### src/sao_defs.svh
// constants for the synchronous analog output refresh block
`ifndef SAO_DEFS_SVH
`define SAO_DEFS_SVH
`define SAO_NCH 4
`define SAO_CHW 2
`define SAO_DW 16
`define SAO_SET_RST 16'h0000
`define SAO_EN_RST 4'hf
`define SAO_ONOFF_NS 1000
`define SAO_CLK_NS 8
`define SAO_ONOFF_CYC ((`SAO_ONOFF_NS + `SAO_CLK_NS - 1) / `SAO_CLK_NS)
`define SAO_DLYW 8
`endif

### src/sao_pkg.sv
// types for the synchronous analog output refresh block
`include "sao_defs.svh"
package sao_pkg;
	typedef logic [`SAO_DW-1:0] sao_word_t;
	typedef enum logic [1:0]
	{
		SAO_IDLE = 2'b00,
		SAO_CONV = 2'b01,
		SAO_WAIT = 2'b10
	} sao_state_e;
endpackage

### src/sao_refresh.sv
// synchronous analog output refresh: set value ports, conversion pass, timed apply
//
// Contract
// outputs of all synchronous modules update together on each distributed-clock sync event.
// set values arrive during each bus refresh, independent of the apply instant.
// one conversion pass is run per bus refresh cycle with that cycle's set values.
// the pass covers only enabled channels and results appear at the refresh instant.
// the apply instant keeps the sync period whatever the bus refresh jitter.
// a fixed on/off response delay separates the refresh instant from the terminal update.
// each channel has a read-write signed 16-bit set value port that resets to 0.
// a two-channel build exposes channels 1-2, a four-channel build channels 1-4.
// the host task period must exceed the bus refresh cycle or a warning is raised.
// the coupler must enable the distributed clock and list the modules first.
// the configurator derives sync period, refresh instant and max bus cycle.
// applied values hold between instants; new set values wait for the next instant.
`timescale 1ns/1ps
`include "sao_defs.svh"
module sao_refresh
#(
	parameter int NUM_CH = `SAO_NCH
)
(
	input  wire logic        clk,
	input  wire logic        rst_b,
	input  wire logic        dc_sync_event,
	input  wire logic        bus_refresh,
	input  wire logic        set_wr,
	input  wire logic [1:0]  set_ch,
	input  wire logic [15:0] set_wdata,
	input  wire logic [3:0]  chan_enable,
	output logic [15:0]      set_rdata,
	output logic [15:0]      channel1_output_setpoint,
	output logic [15:0]      channel2_output_setpoint,
	output logic [15:0]      channel3_output_setpoint,
	output logic [15:0]      channel4_output_setpoint,
	output logic [15:0]      dac_ch1,
	output logic [15:0]      dac_ch2,
	output logic [15:0]      dac_ch3,
	output logic [15:0]      dac_ch4,
	output logic             dac_load,
	output logic             term_update,
	output logic             conv_busy
);
	sao_pkg::sao_word_t   set_r    [`SAO_NCH];
	sao_pkg::sao_word_t   set_nxt  [`SAO_NCH];
	sao_pkg::sao_word_t   conv_r   [`SAO_NCH];
	sao_pkg::sao_word_t   conv_nxt [`SAO_NCH];
	sao_pkg::sao_word_t   out_r    [`SAO_NCH];
	sao_pkg::sao_word_t   out_nxt  [`SAO_NCH];
	sao_pkg::sao_state_e  st_r;
	sao_pkg::sao_state_e  st_nxt;
	logic [`SAO_CHW-1:0]  idx_r;
	logic [`SAO_CHW-1:0]  idx_nxt;
	logic [3:0]           en_r;
	logic [3:0]           en_nxt;
	logic [`SAO_DLYW-1:0] dly_r;
	logic [`SAO_DLYW-1:0] dly_nxt;
	logic                 dly_run_r;
	logic                 dly_run_nxt;
	logic                 load_nxt;
	logic                 upd_nxt;
	logic [15:0]          rdata_nxt;
	logic                 sync_p;
	logic [3:0]           avail;

	// channels present in this build
	function automatic logic [3:0] present_mask(input int n);
		logic [3:0] m;
		m = 4'h0;
		for (int i = 0; i < `SAO_NCH; i++)
			if (i < n)
				m[i] = 1'b1;
		return m;
	endfunction

	assign avail = present_mask(NUM_CH);

	////////////////////////////////////////////////////////////////////////////
	// sync event through pin synchroniser
	sao_sync_in u_sync
	(
		.clk   (clk),
		.rst_b (rst_b),
		.din   (dc_sync_event),
		.rise  (sync_p)
	);

	////////////////////////////////////////////////////////////////////////////
	// set value ports
	always_comb
	begin
		set_nxt   = set_r;
		rdata_nxt = `SAO_SET_RST;
		if (set_wr && avail[set_ch])
			set_nxt[set_ch] = set_wdata;
		if (avail[set_ch])
			rdata_nxt = set_r[set_ch];
	end

	always_ff @(posedge clk)
	begin
		if (!rst_b)
		begin
			for (int i = 0; i < `SAO_NCH; i++)
				set_r[i] <= `SAO_SET_RST;
			set_rdata <= `SAO_SET_RST;
		end
		else
		begin
			set_r     <= set_nxt;
			set_rdata <= rdata_nxt;
		end
	end

	////////////////////////////////////////////////////////////////////////////
	// conversion pass, one per bus refresh, lowest channel first
	always_comb
	begin
		st_nxt   = st_r;
		idx_nxt  = idx_r;
		en_nxt   = en_r;
		conv_nxt = conv_r;
		out_nxt  = out_r;
		load_nxt = 1'b0;
		case (st_r)
			sao_pkg::SAO_IDLE:
			begin
				if (bus_refresh)
				begin
					en_nxt  = chan_enable & avail;
					idx_nxt = 2'h0;
					st_nxt  = sao_pkg::SAO_CONV;
				end
			end
			sao_pkg::SAO_CONV:
			begin
				if (en_r[idx_r])
					conv_nxt[idx_r] = set_r[idx_r];
				if (idx_r == `SAO_CHW'(`SAO_NCH - 1))
					st_nxt = sao_pkg::SAO_WAIT;
				else
					idx_nxt = idx_r + 2'h1;
			end
			sao_pkg::SAO_WAIT:
			begin
				if (bus_refresh)
				begin
					en_nxt  = chan_enable & avail;
					idx_nxt = 2'h0;
					st_nxt  = sao_pkg::SAO_CONV;
				end
			end
			default:
				st_nxt = sao_pkg::SAO_IDLE;
		endcase
		if (sync_p)
		begin
			for (int i = 0; i < `SAO_NCH; i++)
				if (en_r[i])
					out_nxt[i] = conv_r[i];
			load_nxt = 1'b1;
		end
	end

	always_ff @(posedge clk)
	begin
		if (!rst_b)
		begin
			st_r     <= sao_pkg::SAO_IDLE;
			idx_r    <= 2'h0;
			en_r     <= 4'h0;
			dac_load <= 1'b0;
			for (int i = 0; i < `SAO_NCH; i++)
			begin
				conv_r[i] <= `SAO_SET_RST;
				out_r[i]  <= `SAO_SET_RST;
			end
		end
		else
		begin
			st_r     <= st_nxt;
			idx_r    <= idx_nxt;
			en_r     <= en_nxt;
			conv_r   <= conv_nxt;
			out_r    <= out_nxt;
			dac_load <= load_nxt;
		end
	end

	////////////////////////////////////////////////////////////////////////////
	// on/off response delay to terminal update
	always_comb
	begin
		dly_nxt     = dly_r;
		dly_run_nxt = dly_run_r;
		upd_nxt     = 1'b0;
		if (load_nxt)
		begin
			dly_nxt     = `SAO_DLYW'(`SAO_ONOFF_CYC - 1);
			dly_run_nxt = 1'b1;
		end
		else if (dly_run_r)
		begin
			if (dly_r == 0)
			begin
				dly_run_nxt = 1'b0;
				upd_nxt     = 1'b1;
			end
			else
				dly_nxt = dly_r - `SAO_DLYW'(1);
		end
	end

	always_ff @(posedge clk)
	begin
		if (!rst_b)
		begin
			dly_r       <= '0;
			dly_run_r   <= 1'b0;
			term_update <= 1'b0;
		end
		else
		begin
			dly_r       <= dly_nxt;
			dly_run_r   <= dly_run_nxt;
			term_update <= upd_nxt;
		end
	end

	////////////////////////////////////////////////////////////////////////////
	// registered output copies
	always_ff @(posedge clk)
	begin
		if (!rst_b)
		begin
			channel1_output_setpoint <= `SAO_SET_RST;
			channel2_output_setpoint <= `SAO_SET_RST;
			channel3_output_setpoint <= `SAO_SET_RST;
			channel4_output_setpoint <= `SAO_SET_RST;
			dac_ch1   <= `SAO_SET_RST;
			dac_ch2   <= `SAO_SET_RST;
			dac_ch3   <= `SAO_SET_RST;
			dac_ch4   <= `SAO_SET_RST;
			conv_busy <= 1'b0;
		end
		else
		begin
			channel1_output_setpoint <= set_nxt[0];
			channel2_output_setpoint <= set_nxt[1];
			channel3_output_setpoint <= set_nxt[2];
			channel4_output_setpoint <= set_nxt[3];
			dac_ch1   <= out_nxt[0];
			dac_ch2   <= out_nxt[1];
			dac_ch3   <= out_nxt[2];
			dac_ch4   <= out_nxt[3];
			conv_busy <= (st_nxt == sao_pkg::SAO_CONV);
		end
	end
endmodule

### src/sao_sync_in.sv
// three-stage synchroniser with second/third agreement and rising-edge pulse
`timescale 1ns/1ps
`include "sao_defs.svh"
module sao_sync_in
(
	input  wire logic clk,
	input  wire logic rst_b,
	input  wire logic din,
	output logic      rise
);
	logic [2:0] sh_r;
	logic [2:0] sh_nxt;
	logic       lvl_r;
	logic       lvl_nxt;
	logic       rise_nxt;

	always_comb
	begin
		sh_nxt   = {sh_r[1:0], din};
		lvl_nxt  = lvl_r;
		rise_nxt = 1'b0;
		if (sh_r[1] == sh_r[2])
		begin
			lvl_nxt  = sh_r[2];
			rise_nxt = sh_r[2] & ~lvl_r;
		end
	end

	always_ff @(posedge clk)
	begin
		if (!rst_b)
		begin
			sh_r  <= 3'h0;
			lvl_r <= 1'b0;
			rise  <= 1'b0;
		end
		else
		begin
			sh_r  <= sh_nxt;
			lvl_r <= lvl_nxt;
			rise  <= rise_nxt;
		end
	end
endmodule

### config.mk
export PLATFORM = sky130hd
export DESIGN_NAME = sao_refresh
export DESIGN_NICKNAME = d
export VERILOG_FILES = /design/src/sao_pkg.sv /design/src/sao_refresh.sv /design/src/sao_sync_in.sv
export VERILOG_INCLUDE_DIRS = /design/src /design/src/src
export SDC_FILE = /design/constraint.sdc
export NUM_CORES = 1
export LEC_CHECK = 0
export BUFFER_PORTS_ARGS = -buffer_cell sky130_fd_sc_hd__buf_2
export CORE_UTILIZATION = 48
export DETAILED_ROUTE_END_ITERATION = 10
export PLACE_DENSITY = 0.68
export SYNTH_ARGS = -nofsm -noshare
export SYNTH_HDL_FRONTEND = slang
export SYNTH_HIERARCHICAL = 1
export SYNTH_SLANG_ARGS = --single-unit
### constraint.sdc
create_clock -name clk -period 6 [get_ports clk]
set_input_delay 0.3 -clock clk [delete_from_list [all_inputs] [get_ports clk]]
set_output_delay 0.3 -clock clk [all_outputs]
set_load 0.02 [all_outputs]
### Yosys cells after proc, flatten, opt, wreduce, memory -nomap -nowiden

Index checks and enable logic that the tools add are counted.

| word-level totals | value |
|---|---|
| input bits | 27 |
| register bits | 233 |
| logic and storage cells | 105 |

| operators by class | value |
|---|---|
| equal/unequal tests | 8 |
| reduce and logical (&&, ||, !) cells | 21 |
| mux-type cells | 36 |
| $lt $le $gt $ge | 6 |
| $add $sub $neg | 2 |
| bitwise operators | 7 |

Operators with widths:

| operator | number |
|---|---|
| $mux W16 | 10 |
| $bwmux W64 | 2 |
| $mux W64 | 2 |
| $bmux W16 S2 | 2 |
| $demux W16 S2 | 2 |
| $mux W7 | 3 |
| $reduce_and A2 Y1 | 10 |
| $logic_not A8 Y1 | 1 |
| $mux W2 | 4 |
| $pmux W2 S2 | 2 |
| $sub A8 B1 Y8 const B | 1 |
| $mux W1 | 7 |
| $ge A3 B3 Y1 const B | 2 |
| $lt A2 B3 Y1 const B | 2 |
| $lt A3 B1 Y1 const B | 2 |
| $not A2 Y3 | 2 |
| $bmux W1 S2 | 2 |
| $eq A2 B1 Y1 const B | 2 |
| $eq A2 B2 Y1 const B | 2 |
| $ne A2 B2 Y1 const B | 2 |
| $not A1 Y1 | 4 |
| $reduce_bool A2 Y1 | 2 |
| $reduce_or A2 Y1 | 2 |
| $logic_and A1 B1 Y1 | 3 |
| 7 further kinds | 7 |

### Logic depth before layout (Yosys ltp)

| logic depth | value |
|---|---|
| word-level depth | 7 |
| mapped depth | 9 |

### Modules after synthesis

The synthesis kept the hierarchy.

Modules (own cells, without submodules):

| module | sequential area each (um2) | cells each | instances | area each (um2) |
|---|---|---|---|---|
| sao_refresh | 4564.4 | 956 | 1 | 9451.6 |
| sao_sync_in | 100.1 | 12 | 1 | 148.9 |

### Worst setup path before layout

OpenSTA, ideal clock, no wires.

| path | value |
|---|---|
| path kind | register -> register |
| from | reg idx_r[1] |
| to | reg conv_r[38] (netlist bit) |
| buffers on the path | 3 |
| cell stages (with the launch flop) | 10 |
| setup slack | 4070 ps |
| arrival | 1814 ps |
| data required time | 5884 ps |
| period minus slack after synthesis | 1930 ps |
| cells stage by stage | dfxtp_1 > buf_4 > buf_2 > inv_1 > ha_1 > nand4b_1 > o22ai_4 > buf_6 > mux2i_1 > nor2b_1 |

| on the way | value |
|---|---|
| longest elaborated chain between the ends | 6 |
| elaborated cells between the ends (all ways) | 13 |

Ends and longest elaborated chain:

| item | RTL line | source |
|---|---|---|
| start, declared | sao_refresh.sv:52 | `` logic [`SAO_CHW-1:0] idx_r; `` |
| start signal, assigned | sao_refresh.sv:182 | `idx_r <= idx_nxt;` |
| $not A2 Y3 (implied by the code) | sao_refresh.sv:138 | `conv_nxt[idx_r] = set_r[idx_r];` |
| $ge A3 B3 Y1 (implied by the code) or $lt A3 B1 Y1 (tied branches) | sao_refresh.sv:138 |  |
| $logic_and A1 B1 Y1 (implied by the code) | sao_refresh.sv:138 |  |
| $mux W16 (implied by the code) | sao_refresh.sv:138 |  |
| $demux W16 S2 | sao_refresh.sv:138 |  |
| $bwmux W64 | sao_refresh.sv:138 |  |
| end signal, assigned by index | sao_refresh.sv:175 | `` conv_r[i] <= `SAO_SET_RST; `` |
| end signal, assigned | sao_refresh.sv:184 | `conv_r <= conv_nxt;` |
| end, declared | sao_refresh.sv:46 | `` sao_pkg::sao_word_t conv_r [`SAO_NCH]; `` |

Parallel ways exist; a longest one is shown, timed or not. The select of a mux whose other input is x is not followed.
A chain may end at the register's enable or synchronous reset.

### Final worst setup path

| path | value |
|---|---|
| from | reg idx_r[1] |
| to | reg conv_r[2] (netlist bit) |

Same word-level chain as after synthesis.

==> flow_metrics.py <==
metrics = {
    "run_status": {
        "status": "completed",
    },
    "yosys": {
        "ys_async_sr_fraction_pct": 0,
        "syn-cell-area_um2": 9600,
        "synth_fp_nets": 1001,
        "yosysMostFrequentCell": "nand2_1",
        "synth_commonest_cells": "268 x nand2_1, 233 x dfxtp_1, 130 x a21boi_0, 73 x nor2b_1, 69 x mux2i_1",
        "synth-seq-cells": 233,
        "synthTopCellsByArea": "dfxtp_1 49%, nand2_1 10%, a21boi_0 10%, mux4_2 7.5%, mux2i_1 7.2%",
        "yosys.area.top_type_share_pct": 48.6,
        "ys_dominant_reg_cell": "dfxtp_1",
        "yosysWarnings": 6,
        "synth_top_area_cell": "dfxtp_1",
        "yosysUniqueCellTypes": 45,
        "synth.yosys.seq_area_share_pct": 48.6,
        "synth-edff-count": 0,
        "synthCells": 968,
        "avgSynthCellArea_um2": 9.92,
    },
    "power_and_ir_drop": {
        "vdd_drop_max_mv": 0.184,
        "p_comb_share_pct": 5.6,
        "switchingPower_uw": 753,
        "sequentialPowerShare_pct": 45.8,
        "intPower_uw": 2720,
        "finalPower_uw": 3470,
        "power.density_nw_per_um2": 303,
        "switching_share_pct": 21.7,
        "p_clk_share_pct": 48.6,
        "power_leakage_uw": 0.00432,
    },
    "critical_path": {
        "worstPathMaxFanout": 28,
        "start_kind": "flop",
        "r2r_start": "idx_r[1]",
        "regToRegEndpoint": "conv_r[2]",
        "slowest_stage": "o22ai_4",
        "ff2ff_setup_slack_ns": 3.82,
        "cp.required_ns": 6.40,
        "critPathLaunch": "idx_r[1]",
        "cpPeakStageDelay_ns": 0.61,
        "end_kind": "flop",
        "endpoint": "conv_r[2]",
        "r2r_cells": 6,
        "path_class": "reg -> reg",
        "crit_arrival_ns": 2.59,
        "path_cells": "buf_4 -> ha_1 -> nand4b_1 -> o22ai_4 -> mux2i_1 -> nor2b_1",
    },
    "floorplanning": {
        "die_h_um": 143,
        "die_area_um2": 20600,
        "core_area_um2": 19500,
        "start_util_pct": 49.2,
        "io_pins": 174,
        "num_rows": 51,
        "die_w_um": 143,
    },
    "drt": {
        "drtIter0Drc": 311,
        "drt_first_pass_iters": 4,
        "final_antenna_net_count": 0,
        "drc": 0,
        "wl_um": 23000,
        "vias_per_cell": 5.11,
        "vias": 7113,
        "wl_per_cell_um": 16.5,
    },
    "global_routing": {
        "antenna_found_initial": 0,
        "grt_max_degree": 93,
        "grt_usage_pct": 22.6,
        "grt_pass1_wl_um": 36200,
        "grt_pass1_vias": 6656,
        "overflow": 0,
    },
    "sta": {
        "setup_violations": 0,
        "fmax_ghz": 0.458,
        "worstMarginPinSlew_ns": 0.873,
        "hold_violations": 0,
        "setup_tns_ns": 0,
        "fin_ws_ns": 3.82,
        "skew_ns": 0.00969,
        "rsz0062_at_grt": "false",
        "slew_headroom_pct": 41.7,
        "finalCriticalPeriod_ns": 2.18,
        "fin_crit_sh_pct": 36.4,
        "slew_violations": 0,
    },
    "flow_run": {
        "cap_viol_max_count": 0,
    },
    "clocking": {
        "tritoncts": "built",
        "cts-root-buf": "clkbuf_16",
        "numCtsBuffers": 24,
        "htreeDepth": 1,
        "postCtsResizedCells": 0,
        "cts.path.max_buffers": 3,
        "cts_sinks": 233,
        "worstSkewPairLatency_ns": 0.52,
        "clkTransAtPathRegs_ns": 0.06,
    },
    "place": {
        "dp_slack_ns": 3.84,
        "port_buffers": 173,
        "dpl_cell_area_um2": 10500,
        "dp_hpwl_um": 15200,
        "globalplace.congestion": 0.786,
    },
    "cells_and_area": {
        "multiInputGateArea_um2": 4610,
        "antennaDiodeCount": 0,
        "nets": 1142,
        "regArea_um2": 4660,
        "final_util_pct": 58.7,
        "area.growth.synth_to_final_pct": 19.4,
        "fill_cells": 1748,
        "stdcell_area_um2": 11500,
        "layout-drive-gt1-share_pct": 24.0,
    },
    "hold_path": {
        "hp-class": "in -> reg",
    },
}
-- state kept, by name, indices dropped and copies added (netlist names), 2 cells and up --
name and count:
dac_ch4 16, dac_ch2 16, channel2_output_setpoint 16, dly_r 8, channel1_output_setpoint 16, u_sync/sh_r 3
dac_ch3 16, channel4_output_setpoint 16, st_r 2, conv_r 64, channel3_output_setpoint 16, idx_r 2
en_r 4, dac_ch1 16, set_rdata 16
-- layer usage --
metal / routed length, um / up-vias / global-route usage [%]
met5: 0 / - / 0
met4: 484 / 0 / 6.33
met3: 1640 / 43 / 5.10
met2: 10300 / 193 / 36.2
met1: 10500 / 3346 / 30.5
li1: - / 3531 / -
-- timing repair --
action | CTS | global route
buffers inserted | 0 | 0
endpoints found under the hold margin | 1 | 0
endpoints found under the setup margin | 0 | 0
hold buffers | 1 | 0
-- worst min path at each step --
| stage | from | end | slack [ns] | cells past startpoint |
|---|---|---|---|---|
| after detailed placement | u_sync/sh_r[0] | u_sync/sh_r[1] | 0.43 | 1 |
| final | chan_enable[0] | en_r[0] | 0.05 | 3 |
| after global routing | set_wdata[7] | channel3_output_setpoint[7] | 0.06 | 3 |
| after floorplan | u_sync/sh_r[0] | u_sync/sh_r[1] | 0.43 | 1 |
| after global placement | u_sync/sh_r[0] | u_sync/sh_r[1] | 0.43 | 1 |
| after CTS | chan_enable[2] | en_r[2] | 0.03 | 3 |
-- critical path, delay by kind of cell, from the launching register on --
family | cells | cell delay, ns
simple gates | 2 | 0.24
compound gates | 1 | 0.61
buf+inv | 1 | 0.33
fa+ha+maj | 1 | 0.30
mux | 1 | 0.28
flops | 1 | 0.30
-- cell families (layout without fill, tap and decap cells) --
family                     Yosys count  in the layout  synth area share, %
adders and majority gates            6              6                0.782
xor gates and xnor gates             3              3                0.274
and+or+nand+nor                    402            402                 19.7
buffers and inverters               70            228                 3.39
AOI/OAI and AO/OA                  151            151                 12.2
DFF                                233            233                 48.6
muxes                              103            103                 15.1
-- final cells by class --
cell class	count	share of cell area, %
clock inverter	9	1.51
sequential	233	40.7
timing repair buffer	180	8.06
inverter	5	0.164
tap	265	2.89
clock buffer	34	6.45
multi-input combinational	665	40.2
-- stage by stage --
stage | hold slack [ns] | cells
floorplan | 0.426 | 968
global placement | 0.432 | 1347
detailed placement | 0.434 | 1347
CTS | 0.0326 | 1391
global route | 0.0553 | 1391
finish | 0.0526 | 1391
-- power by group through the flow --
stage          clock, uW  combinational, uW  sequential [uW]
6_report            1690                195             1590
5_1_grt             1780                211             1590
4_1_cts             1710                197             1590
3_5_place_dp           0                196             1620
3_3_place_gp           0                195             1620
2_1_floorplan          0                118             1640
-- cells in the final DEF, fill, tap and decap left out, drive strengths merged, types with 4 or more instances in the layout --
master / count
nand4b: 4
clkbuf: 34
nand4bb: 4
a21boi: 132
mux2i: 71
ha: 6
o22ai: 4
nand2: 268
bufinv: 5
buf: 179
nor2b: 73
nor2: 7
inv: 5
mux4: 32
o21a: 5
and2: 24
dfxtp: 233
No activity file was read; power rests on OpenSTA's default activity.
